<file path="config.mk">
export PLATFORM = sky130hd
export DESIGN_NAME = pcr_pad_ctrl
export DESIGN_NICKNAME = d
export VERILOG_FILES = /design/src/logic/pcr_pkg.sv /design/src/logic/pcr_synth_regs.sv /design/src/logic/pcr_pad_ctrl.sv
export VERILOG_INCLUDE_DIRS = /design/src /design/src/logic
export SDC_FILE = /design/constraint.sdc
export NUM_CORES = 1
export LEC_CHECK = 0
export BUFFER_PORTS_ARGS = -buffer_cell sky130_fd_sc_hd__buf_4
export CAP_MARGIN = 20
export CORE_ASPECT_RATIO = 0.5
export CORE_UTILIZATION = 40
export CTS_CLUSTER_SIZE = 20
export DETAILED_ROUTE_END_ITERATION = 8
export GPL_ROUTABILITY_DRIVEN = 0
export SLEW_MARGIN = 10
export SYNTH_ARGS = -nofsm -noshare
export SYNTH_HDL_FRONTEND = slang
export SYNTH_SLANG_ARGS = --single-unit
</file>
<file path="constraint.sdc">
create_clock -name core_clk_in -period 4.2 [get_ports core_clk_in]
set_input_delay 0.63 -clock core_clk_in [delete_from_list [all_inputs] [get_ports core_clk_in]]
set_output_delay 0.63 -clock core_clk_in [all_outputs]
set_load 0.02 [all_outputs]
</file>
<file path="src/logic/pcr_map.svh">
`ifndef PCR_MAP_SVH
`define PCR_MAP_SVH

// Pad configuration register addresses on the slave control port.
`define PCR_ADDR_MASTER_SEL   16'hf79f
`define PCR_ADDR_MASTER_DOUT  16'hf7a0
`define PCR_ADDR_MP_SIX       16'hf7a1
`define PCR_ADDR_MP_SEVEN     16'hf7a2
`define PCR_ADDR_CLOCK_OUT    16'hf7a3
`define PCR_ADDR_SOFT_RESET   16'hf890

// Clock-synthesis register window.
`define PCR_ADDR_SYNTH_FIRST  16'hf000
`define PCR_ADDR_SYNTH_LAST   16'hf006

// Counts of registers.
`define PCR_PAD_COUNT         5
`define PCR_SYNTH_COUNT       7

// Reset values.
`define PCR_RST_PAD_PULLED    16'h0018
`define PCR_RST_PAD_CLOCK     16'h0008
`define PCR_RST_SOFT_RESET    16'h0001
`define PCR_RST_SYNTH         16'h0000

// Field positions inside a pad register.
`define PCR_PULL_BIT          4
`define PCR_EDGE_HI           3
`define PCR_EDGE_LO           2
`define PCR_DRIVE_HI          1
`define PCR_DRIVE_LO          0

// Field position inside the soft reset register.
`define PCR_SOFT_RUN_BIT      0

// Cycles from a taken read to its answer.
`define PCR_RD_LATENCY        2

`endif

</file>
<file path="src/logic/pcr_pkg.sv">
`default_nettype none

package pcr_pkg;
  `include "pcr_map.svh"

  typedef logic [15:0] pcr_word_t;

  typedef enum logic [1:0] {
    PCR_EDGE_SLOWEST = 2'h0,
    PCR_EDGE_SLOW    = 2'h1,
    PCR_EDGE_FAST    = 2'h2,
    PCR_EDGE_FASTEST = 2'h3
  } pcr_edge_rate_t;

  typedef enum logic [1:0] {
    PCR_DRIVE_LOWEST  = 2'h0,
    PCR_DRIVE_LOW     = 2'h1,
    PCR_DRIVE_HIGH    = 2'h2,
    PCR_DRIVE_HIGHEST = 2'h3
  } pcr_drive_level_t;

  // One pad's settings as presented to the pad cell.
  typedef struct packed {
    logic             pull_en;
    pcr_edge_rate_t   edge_rate;
    pcr_drive_level_t drive_level;
  } pcr_pad_fields_t;

  typedef pcr_pad_fields_t [`PCR_PAD_COUNT-1:0] pcr_pad_bus_t;

  typedef enum logic [1:0] {
    PCR_ST_RUN  = 2'b01,
    PCR_ST_SOFT = 2'b10
  } pcr_state_t;

  // Register access request from the slave control port.
  typedef struct packed {
    logic      wr;
    logic      rd;
    pcr_word_t addr;
    pcr_word_t wdata;
  } pcr_req_t;
endpackage

`default_nettype wire

</file>
<file path="src/logic/pcr_synth_regs.sv">
`default_nettype none

module pcr_synth_regs
  import pcr_pkg::*;
(
  input  wire logic       core_clk_in,
  input  wire logic       arst_n_in,
  input  wire logic       wr_en_in,
  input  wire logic [2:0] wr_idx_in,
  input  wire pcr_word_t  wr_data_in,
  input  wire logic       rd_en_in,
  input  wire logic [2:0] rd_idx_in,
  output pcr_word_t       rd_data_out
);

  typedef struct packed {
    pcr_word_t [`PCR_SYNTH_COUNT-1:0] words;
    pcr_word_t                        rd_data;
  } pcr_synth_state_t;

  pcr_synth_state_t state_reg;
  pcr_synth_state_t state_next;
  pcr_word_t [`PCR_SYNTH_COUNT-1:0] word_next_w;

  // Only the hardware reset reaches this storage; soft reset never does.
  genvar gi;
  generate
    for (gi = 0; gi < `PCR_SYNTH_COUNT; gi++) begin : g_word
      assign word_next_w[gi] =
        (wr_en_in && wr_idx_in == 3'(gi)) ? wr_data_in
                                          : state_reg.words[gi];
    end
  endgenerate

  always_comb begin
    state_next       = state_reg;
    state_next.words = word_next_w;
    if (rd_en_in && rd_idx_in < 3'(`PCR_SYNTH_COUNT)) begin
      state_next.rd_data = state_reg.words[rd_idx_in];
    end else begin
      state_next.rd_data = '0;
    end
  end

  always_ff @(posedge core_clk_in or negedge arst_n_in) begin
    if (!arst_n_in) begin
      state_reg.words   <= {`PCR_SYNTH_COUNT{`PCR_RST_SYNTH}};
      state_reg.rd_data <= '0;
    end else begin
      state_reg <= state_next;
    end
  end

  assign rd_data_out = state_reg.rd_data;

endmodule

`default_nettype wire

</file>
<file path="src/logic/pcr_pad_ctrl.sv">
`include "pcr_map.svh"
`default_nettype none

module pcr_pad_ctrl
  import pcr_pkg::*;
(
  input  wire logic      core_clk_in,
  input  wire logic      arst_n_in,
  input  wire logic      reg_wr_in,
  input  wire logic      reg_rd_in,
  input  wire pcr_word_t reg_addr_in,
  input  wire pcr_word_t reg_wdata_in,
  input  wire logic      spi_select_in,
  output pcr_word_t      reg_rdata_out,
  output logic           reg_rd_valid_out,
  output pcr_pad_bus_t   pad_cfg_out,
  output logic           soft_reset_active_out,
  output logic           control_port_spi_out
);

  // Reset value of each pad register, highest address first.
  localparam pcr_word_t [`PCR_PAD_COUNT-1:0] PAD_RESET = {
    `PCR_RST_PAD_CLOCK,
    `PCR_RST_PAD_PULLED,
    `PCR_RST_PAD_PULLED,
    `PCR_RST_PAD_PULLED,
    `PCR_RST_PAD_PULLED
  };

  localparam pcr_word_t PAD_BASE = `PCR_ADDR_MASTER_SEL;
  localparam pcr_word_t PAD_LAST = `PCR_ADDR_CLOCK_OUT;

  // Source of the read answer held between the two read stages.
  typedef enum logic [2:0] {
    PCR_SRC_NONE  = 3'b001,
    PCR_SRC_LOCAL = 3'b010,
    PCR_SRC_SYNTH = 3'b100
  } pcr_rd_src_t;

  typedef struct packed {
    pcr_state_t                        fsm;
    pcr_word_t [`PCR_PAD_COUNT-1:0]    pad;
    pcr_word_t                         soft_word;
    logic                              spi_mode;
    pcr_rd_src_t                       rd_src;
    pcr_word_t                         rd_stage;
    logic                              rd_stage_vld;
    pcr_word_t                         rdata;
    logic                              rd_valid;
    pcr_pad_bus_t                      pad_fields;
  } pcr_ctrl_state_t;

  pcr_ctrl_state_t state_reg;
  pcr_ctrl_state_t state_next;

  pcr_req_t  req_w;
  logic      wr_take_w;
  logic      rd_take_w;
  logic      hit_pad_w;
  logic      hit_soft_w;
  logic      hit_synth_w;
  logic [2:0] pad_idx_w;
  logic [2:0] synth_idx_w;
  logic      soft_run_w;
  logic      soft_run_next_w;
  pcr_word_t synth_rdata_w;
  pcr_word_t local_rdata_w;
  pcr_word_t soft_next_w;

  pcr_word_t [`PCR_PAD_COUNT-1:0]    pad_next_w;
  pcr_pad_bus_t                      fields_next_w;

  // Gather the port request into one carrier.
  assign req_w.wr    = reg_wr_in;
  assign req_w.rd    = reg_rd_in;
  assign req_w.addr  = reg_addr_in;
  assign req_w.wdata = reg_wdata_in;

  // A write in the same cycle as a read wins; that read is dropped.
  assign wr_take_w = req_w.wr;
  assign rd_take_w = req_w.rd && !req_w.wr;

  // Address decode.
  assign hit_pad_w   = (req_w.addr >= PAD_BASE) &&
                       (req_w.addr <= PAD_LAST);
  assign hit_soft_w  = (req_w.addr == `PCR_ADDR_SOFT_RESET);
  assign hit_synth_w = (req_w.addr >= `PCR_ADDR_SYNTH_FIRST) &&
                       (req_w.addr <= `PCR_ADDR_SYNTH_LAST);

  assign pad_idx_w   = 3'(req_w.addr - PAD_BASE);
  assign synth_idx_w = 3'(req_w.addr - `PCR_ADDR_SYNTH_FIRST);

  // Soft reset register; it is itself never cleared by the soft reset.
  assign soft_next_w = (wr_take_w && hit_soft_w) ? req_w.wdata
                                                 : state_reg.soft_word;

  // Bit 0 is active low: zero holds the soft reset state.
  assign soft_run_w      = state_reg.soft_word[`PCR_SOFT_RUN_BIT];
  assign soft_run_next_w = soft_next_w[`PCR_SOFT_RUN_BIT];

  // Clock-synthesis registers stay writable and readable while the soft
  // reset is active, and the soft reset is not wired to them.
  pcr_synth_regs u_synth_regs (
    .core_clk_in (core_clk_in),
    .arst_n_in   (arst_n_in),
    .wr_en_in    (wr_take_w && hit_synth_w),
    .wr_idx_in   (synth_idx_w),
    .wr_data_in  (req_w.wdata),
    .rd_en_in    (rd_take_w && hit_synth_w),
    .rd_idx_in   (synth_idx_w),
    .rd_data_out (synth_rdata_w)
  );

  // Per-pad storage and field extraction.
  genvar gi;
  generate
    for (gi = 0; gi < `PCR_PAD_COUNT; gi++) begin : g_pad
      pcr_word_t word_w;

      // While soft reset is held, each pad returns to its default and
      // writes to it are dropped, as under a hardware reset.
      always_comb begin
        word_w = state_reg.pad[gi];
        if (wr_take_w && hit_pad_w && pad_idx_w == 3'(gi)) begin
          word_w = req_w.wdata;
        end
        if (!soft_run_w) begin
          word_w = PAD_RESET[gi];
        end
      end

      assign pad_next_w[gi] = word_w;

      // Reserved bits are stored but steer nothing.
      assign fields_next_w[gi].pull_en =
        word_w[`PCR_PULL_BIT];
      assign fields_next_w[gi].edge_rate =
        pcr_edge_rate_t'(word_w[`PCR_EDGE_HI:`PCR_EDGE_LO]);
      assign fields_next_w[gi].drive_level =
        pcr_drive_level_t'(word_w[`PCR_DRIVE_HI:`PCR_DRIVE_LO]);
    end
  endgenerate

  // Read value of the local registers.
  always_comb begin
    local_rdata_w = '0;
    if (hit_pad_w) begin
      local_rdata_w = state_reg.pad[pad_idx_w];
    end else if (hit_soft_w) begin
      local_rdata_w = state_reg.soft_word;
    end
  end

  always_comb begin
    state_next = state_reg;

    state_next.pad        = pad_next_w;
    state_next.pad_fields = fields_next_w;
    state_next.soft_word  = soft_next_w;

    // Soft reset state follows the active-low control bit.
    unique case (state_reg.fsm)
      PCR_ST_RUN: begin
        if (!soft_run_next_w) begin
          state_next.fsm = PCR_ST_SOFT;
        end
      end
      PCR_ST_SOFT: begin
        if (soft_run_next_w) begin
          state_next.fsm = PCR_ST_RUN;
        end
      end
      default: begin
        state_next.fsm = PCR_ST_RUN;
      end
    endcase

    // Once the port has switched to SPI it stays there; only the
    // hardware reset clears this flag.
    if (spi_select_in) begin
      state_next.spi_mode = 1'b1;
    end

    // First read stage: decode and capture local data.
    state_next.rd_stage_vld = rd_take_w;
    state_next.rd_stage     = local_rdata_w;
    if (!rd_take_w) begin
      state_next.rd_src = PCR_SRC_NONE;
    end else if (hit_synth_w) begin
      state_next.rd_src = PCR_SRC_SYNTH;
    end else if (hit_pad_w || hit_soft_w) begin
      state_next.rd_src = PCR_SRC_LOCAL;
    end else begin
      state_next.rd_src = PCR_SRC_NONE;
    end

    // Second read stage: answer, unmapped addresses read as zero.
    state_next.rd_valid = state_reg.rd_stage_vld;
    unique case (state_reg.rd_src)
      PCR_SRC_NONE:  state_next.rdata = '0;
      PCR_SRC_LOCAL: state_next.rdata = state_reg.rd_stage;
      PCR_SRC_SYNTH: state_next.rdata = synth_rdata_w;
      default:       state_next.rdata = '0;
    endcase
  end

  always_ff @(posedge core_clk_in or negedge arst_n_in) begin
    if (!arst_n_in) begin
      state_reg.fsm          <= PCR_ST_RUN;
      state_reg.pad          <= PAD_RESET;
      state_reg.soft_word    <= `PCR_RST_SOFT_RESET;
      state_reg.spi_mode     <= 1'b0;
      state_reg.rd_src       <= PCR_SRC_NONE;
      state_reg.rd_stage     <= '0;
      state_reg.rd_stage_vld <= 1'b0;
      state_reg.rdata        <= '0;
      state_reg.rd_valid     <= 1'b0;
      for (int i = 0; i < `PCR_PAD_COUNT; i++) begin
        state_reg.pad_fields[i].pull_en     <= PAD_RESET[i][`PCR_PULL_BIT];
        state_reg.pad_fields[i].edge_rate   <= pcr_edge_rate_t'(
          PAD_RESET[i][`PCR_EDGE_HI:`PCR_EDGE_LO]);
        state_reg.pad_fields[i].drive_level <= pcr_drive_level_t'(
          PAD_RESET[i][`PCR_DRIVE_HI:`PCR_DRIVE_LO]);
      end
    end else begin
      state_reg <= state_next;
    end
  end

  assign reg_rdata_out         = state_reg.rdata;
  assign reg_rd_valid_out      = state_reg.rd_valid;
  assign pad_cfg_out           = state_reg.pad_fields;
  assign soft_reset_active_out = state_reg.fsm[1];
  assign control_port_spi_out  = state_reg.spi_mode;

endmodule

`default_nettype wire

</file>
==> summary.txt <==
STA
  • Final worst slack: approximately 1.6 ns
  • Post-route setup TNS: 0 ns
  • Worst-Margin Slew: 0.929 ns
  • Hold Vio Cnt, Final: 0
  • Relative slew slack: 38.1%
  • F_max: 390 MHz
  • Final setup viols: 0
  • RSZ-0062 raised after global routing: false
  • Skew final: roughly 0.014 ns
  • Crit path time final: 2.56 ns
  • Max-slew violation count: 0
  • Period utilization: 61.0%

Yosys
  • Synth warn: 0
  • Seq/Total Area, Yosys: between 50 and 60%
  • Synthesized net count: 1002
  • Flop and latch count out of synthesis: approximately 260
  • Synth top area share: between 50% and 60%
  • Top post-synthesis cells by area: dfrtp_1, mux2_2, mux2i_1, mux2_4, nand2_1
  • Synth Cell Area: 0.0123 sq mm
  • Async set or reset register ratio after synthesis: 100%
  • Most frequent cell after synthesis: dfrtp_1
  • Top FF cell, synth: dfrtp_1
  • Leading area contributor after synthesis: dfrtp_1
  • Syn_area_per_cell: around 13 sq um
  • Number of synthesized flops with an enable pin: 0
  • Commonest cells post-synth: dfrtp_1, mux2_2, mux2i_1
  • Yosys cell types: 49
  • Post-Syn Instances: 955

Pwr
  • Clock share of power: approximately 46%
  • Comb pwr share: between 5 and 6%
  • P_sw: 1.18 mW
  • Sw Share: 22.4%
  • Final Power: ~5.3 mW
  • Internal power: 4.10 mW
  • Seq pwr share: 48.6%
  • Static leakage: roughly 6.9 nW
  • Maximum VDD drop: roughly 260 uV
  • PwrDens: roughly 380 mW/mm^2

Finish
  • Layout cells sized above 1: 33.5%
  • # nets final: 1036
  • Synthesis-to-layout area growth: 13.6%
  • Fillers: around 2600
  • Max reg flops: 112
  • Antenna cells: 0
  • Final core utilization: 47.2%
  • Area taken by multi-input logic gates: ~0.0050 sq mm
  • Seq. cell area: 0.00662 sq mm

Clocking
  • Root Driver: clkbuf_16
  • Max clock buf depth: 3
  • Cts repair resizes: 0
  • Setup bufs post-CTS: 0
  • Clock-pin slew on the worst setup and hold paths: 0.06 ns
  • CTS Hold Bufs: 0
  • Clock sinks: 264
  • H-tree levels: 1
  • CTS tree: built
  • CTS Buf Count: 25
  • Clk_lat worst skew: 0.54 ns

Hold path
  • Worst Hold Class: in2async

Placement
  • DP Worst Slack: 1.11 ns
  • HPWL after detailed placement: around 19 mm
  • Port Buffers: 80

Setup path
  • R2R depth: 4
  • Required time of the worst setup path: 4.65 ns
  • Kind of critical path: in2reg
  • CP max FO: 36
  • Crit. End Element: flip-flop
  • Reg2reg start: soft_run_w
  • Worst Path Arrival: 3.01 ns
  • Reg-to-reg setup timing slack: 2.07 ns
  • Setup crit start kind: input port
  • Reg-to-reg endpoint: state_reg[144]

Global route
  • First-pass GRT wire length: 48.2 mm
  • Gr ovfl total: 0
  • Total GRT Usage: between 10% and 20%
  • Vias in the first global route: 8104
  • Initial antenna violation count: 0
  • Largest net degree at the start of global routing: 116

Detailed routing
  • Average wire per standard cell: 21.8 um
  • Initial drt markers: 635
  • Via count: 7671
  • DRC violations left: 0
  • DR pass1 iterations: 5
  • Post-DRT Antenna Nets: 0
  • Post-DR vias/cell: 5.49
  • Drt total wl: 30.4 mm

Die
  • Chip Width: 250 um
  • Core footprint: 0.0296 sq mm
  • Die Ht: between 100 and 150 um
  • Starting Density: approximately 42%
  • Die area: 0.0314 sq mm
  • Row count: 44
  • # IOs: 81

Job
  • Max Cap Violations: 0

Status
  • Status: completed
placed cells by master, fill, tap and decap left out, types with 17 or more instances in the layout:
master	n
dfrtp_1	252
buf_4	107
mux2i_1	112
o21ai_0	18
nor3_1	17
clkbuf_16	25
mux2_4	30
nor2_1	38
nand2_1	106
mux2_2	113
metrics by stage:
| stage | cells | hold slack (ns) | instance area (sq um) |
|---|---|---|---|
| final | 1398 | 0.151 | 13900 |
| after floorplan | 955 | 0.331 | 12300 |
| after detailed placement | 1353 | 0.343 | 13100 |
| after CTS | 1398 | 0.212 | 13900 |
| after global placement | 1351 | 0.335 | 13000 |
| after global routing | 1398 | 0.234 | 13900 |
area by class of cell:
| cell class | count | area share, % |
|---|---|---|
| multi-input combinational | 579 | 36.2 |
| timing repair buffer | 112 | 6.32 |
| tap | 391 | 3.51 |
| clock buffer | 38 | 5.48 |
| sequential | 264 | 47.5 |
| clock inverter | 7 | 0.835 |
| inverter | 7 | 0.188 |
worst max-delay path by stage:
stage                   startpoint       endpoint  slack (ns)  cells after the start
floorplan           reg_addr_in[0]  state_reg[49]        0.80                     10
global placement    reg_addr_in[0]  state_reg[44]        1.09                      8
detailed placement  reg_addr_in[0]  state_reg[44]        1.11                      8
CTS                 reg_addr_in[0]  state_reg[44]        1.65                      8
global route        reg_addr_in[0]  state_reg[44]        1.47                      8
finish              reg_addr_in[0]  state_reg[43]        1.64                      7
cell families after synthesis:
logic type | after synthesis | share of synthesized area [%]
buffers and inverters | 112 | 5.19
DFF | 264 | 53.9
muxes | 271 | 26.1
adders and majority gates | 10 | 1.02
xor gates and xnor gates | 1 | 0.0713
AOI/OAI and AO/OA | 92 | 5.83
and+or+nand+nor | 205 | 7.87
layer usage:
| layer | part of all wire, % | routed length [um] | up-vias | track usage, % |
|---|---|---|---|---|
| met4 | 1.6 | 495 | 0 | 4.10 |
| met2 | 44 | 13500 | 168 | 30.4 |
| li1 | - | - | 3443 | - |
| met3 | 5.2 | 1580 | 35 | 4.05 |
| met5 | 0 | 0 | - | 0 |
| met1 | 49 | 14800 | 4025 | 28.8 |
critical path: stages:
cell      delay [ns]
buf_4           0.44
ha_1            0.33
nand4b_1        0.10
nor2_1          0.44
o21a_1          0.55
buf_4           0.29
a32o_1          0.21
power by group through the flow:
stage / Combinational (mW) / Clock, mW / Sequential, mW
2_1_floorplan: 0.128 / 0 / 2.62
3_3_place_gp: 0.304 / 0 / 2.61
3_5_place_dp: 0.307 / 0 / 2.61
4_1_cts: 0.308 / 2.46 / 2.56
5_1_grt: 0.336 / 2.57 / 2.57
6_report: 0.304 / 2.41 / 2.57
No activity file was read; power rests on OpenSTA's default activity.
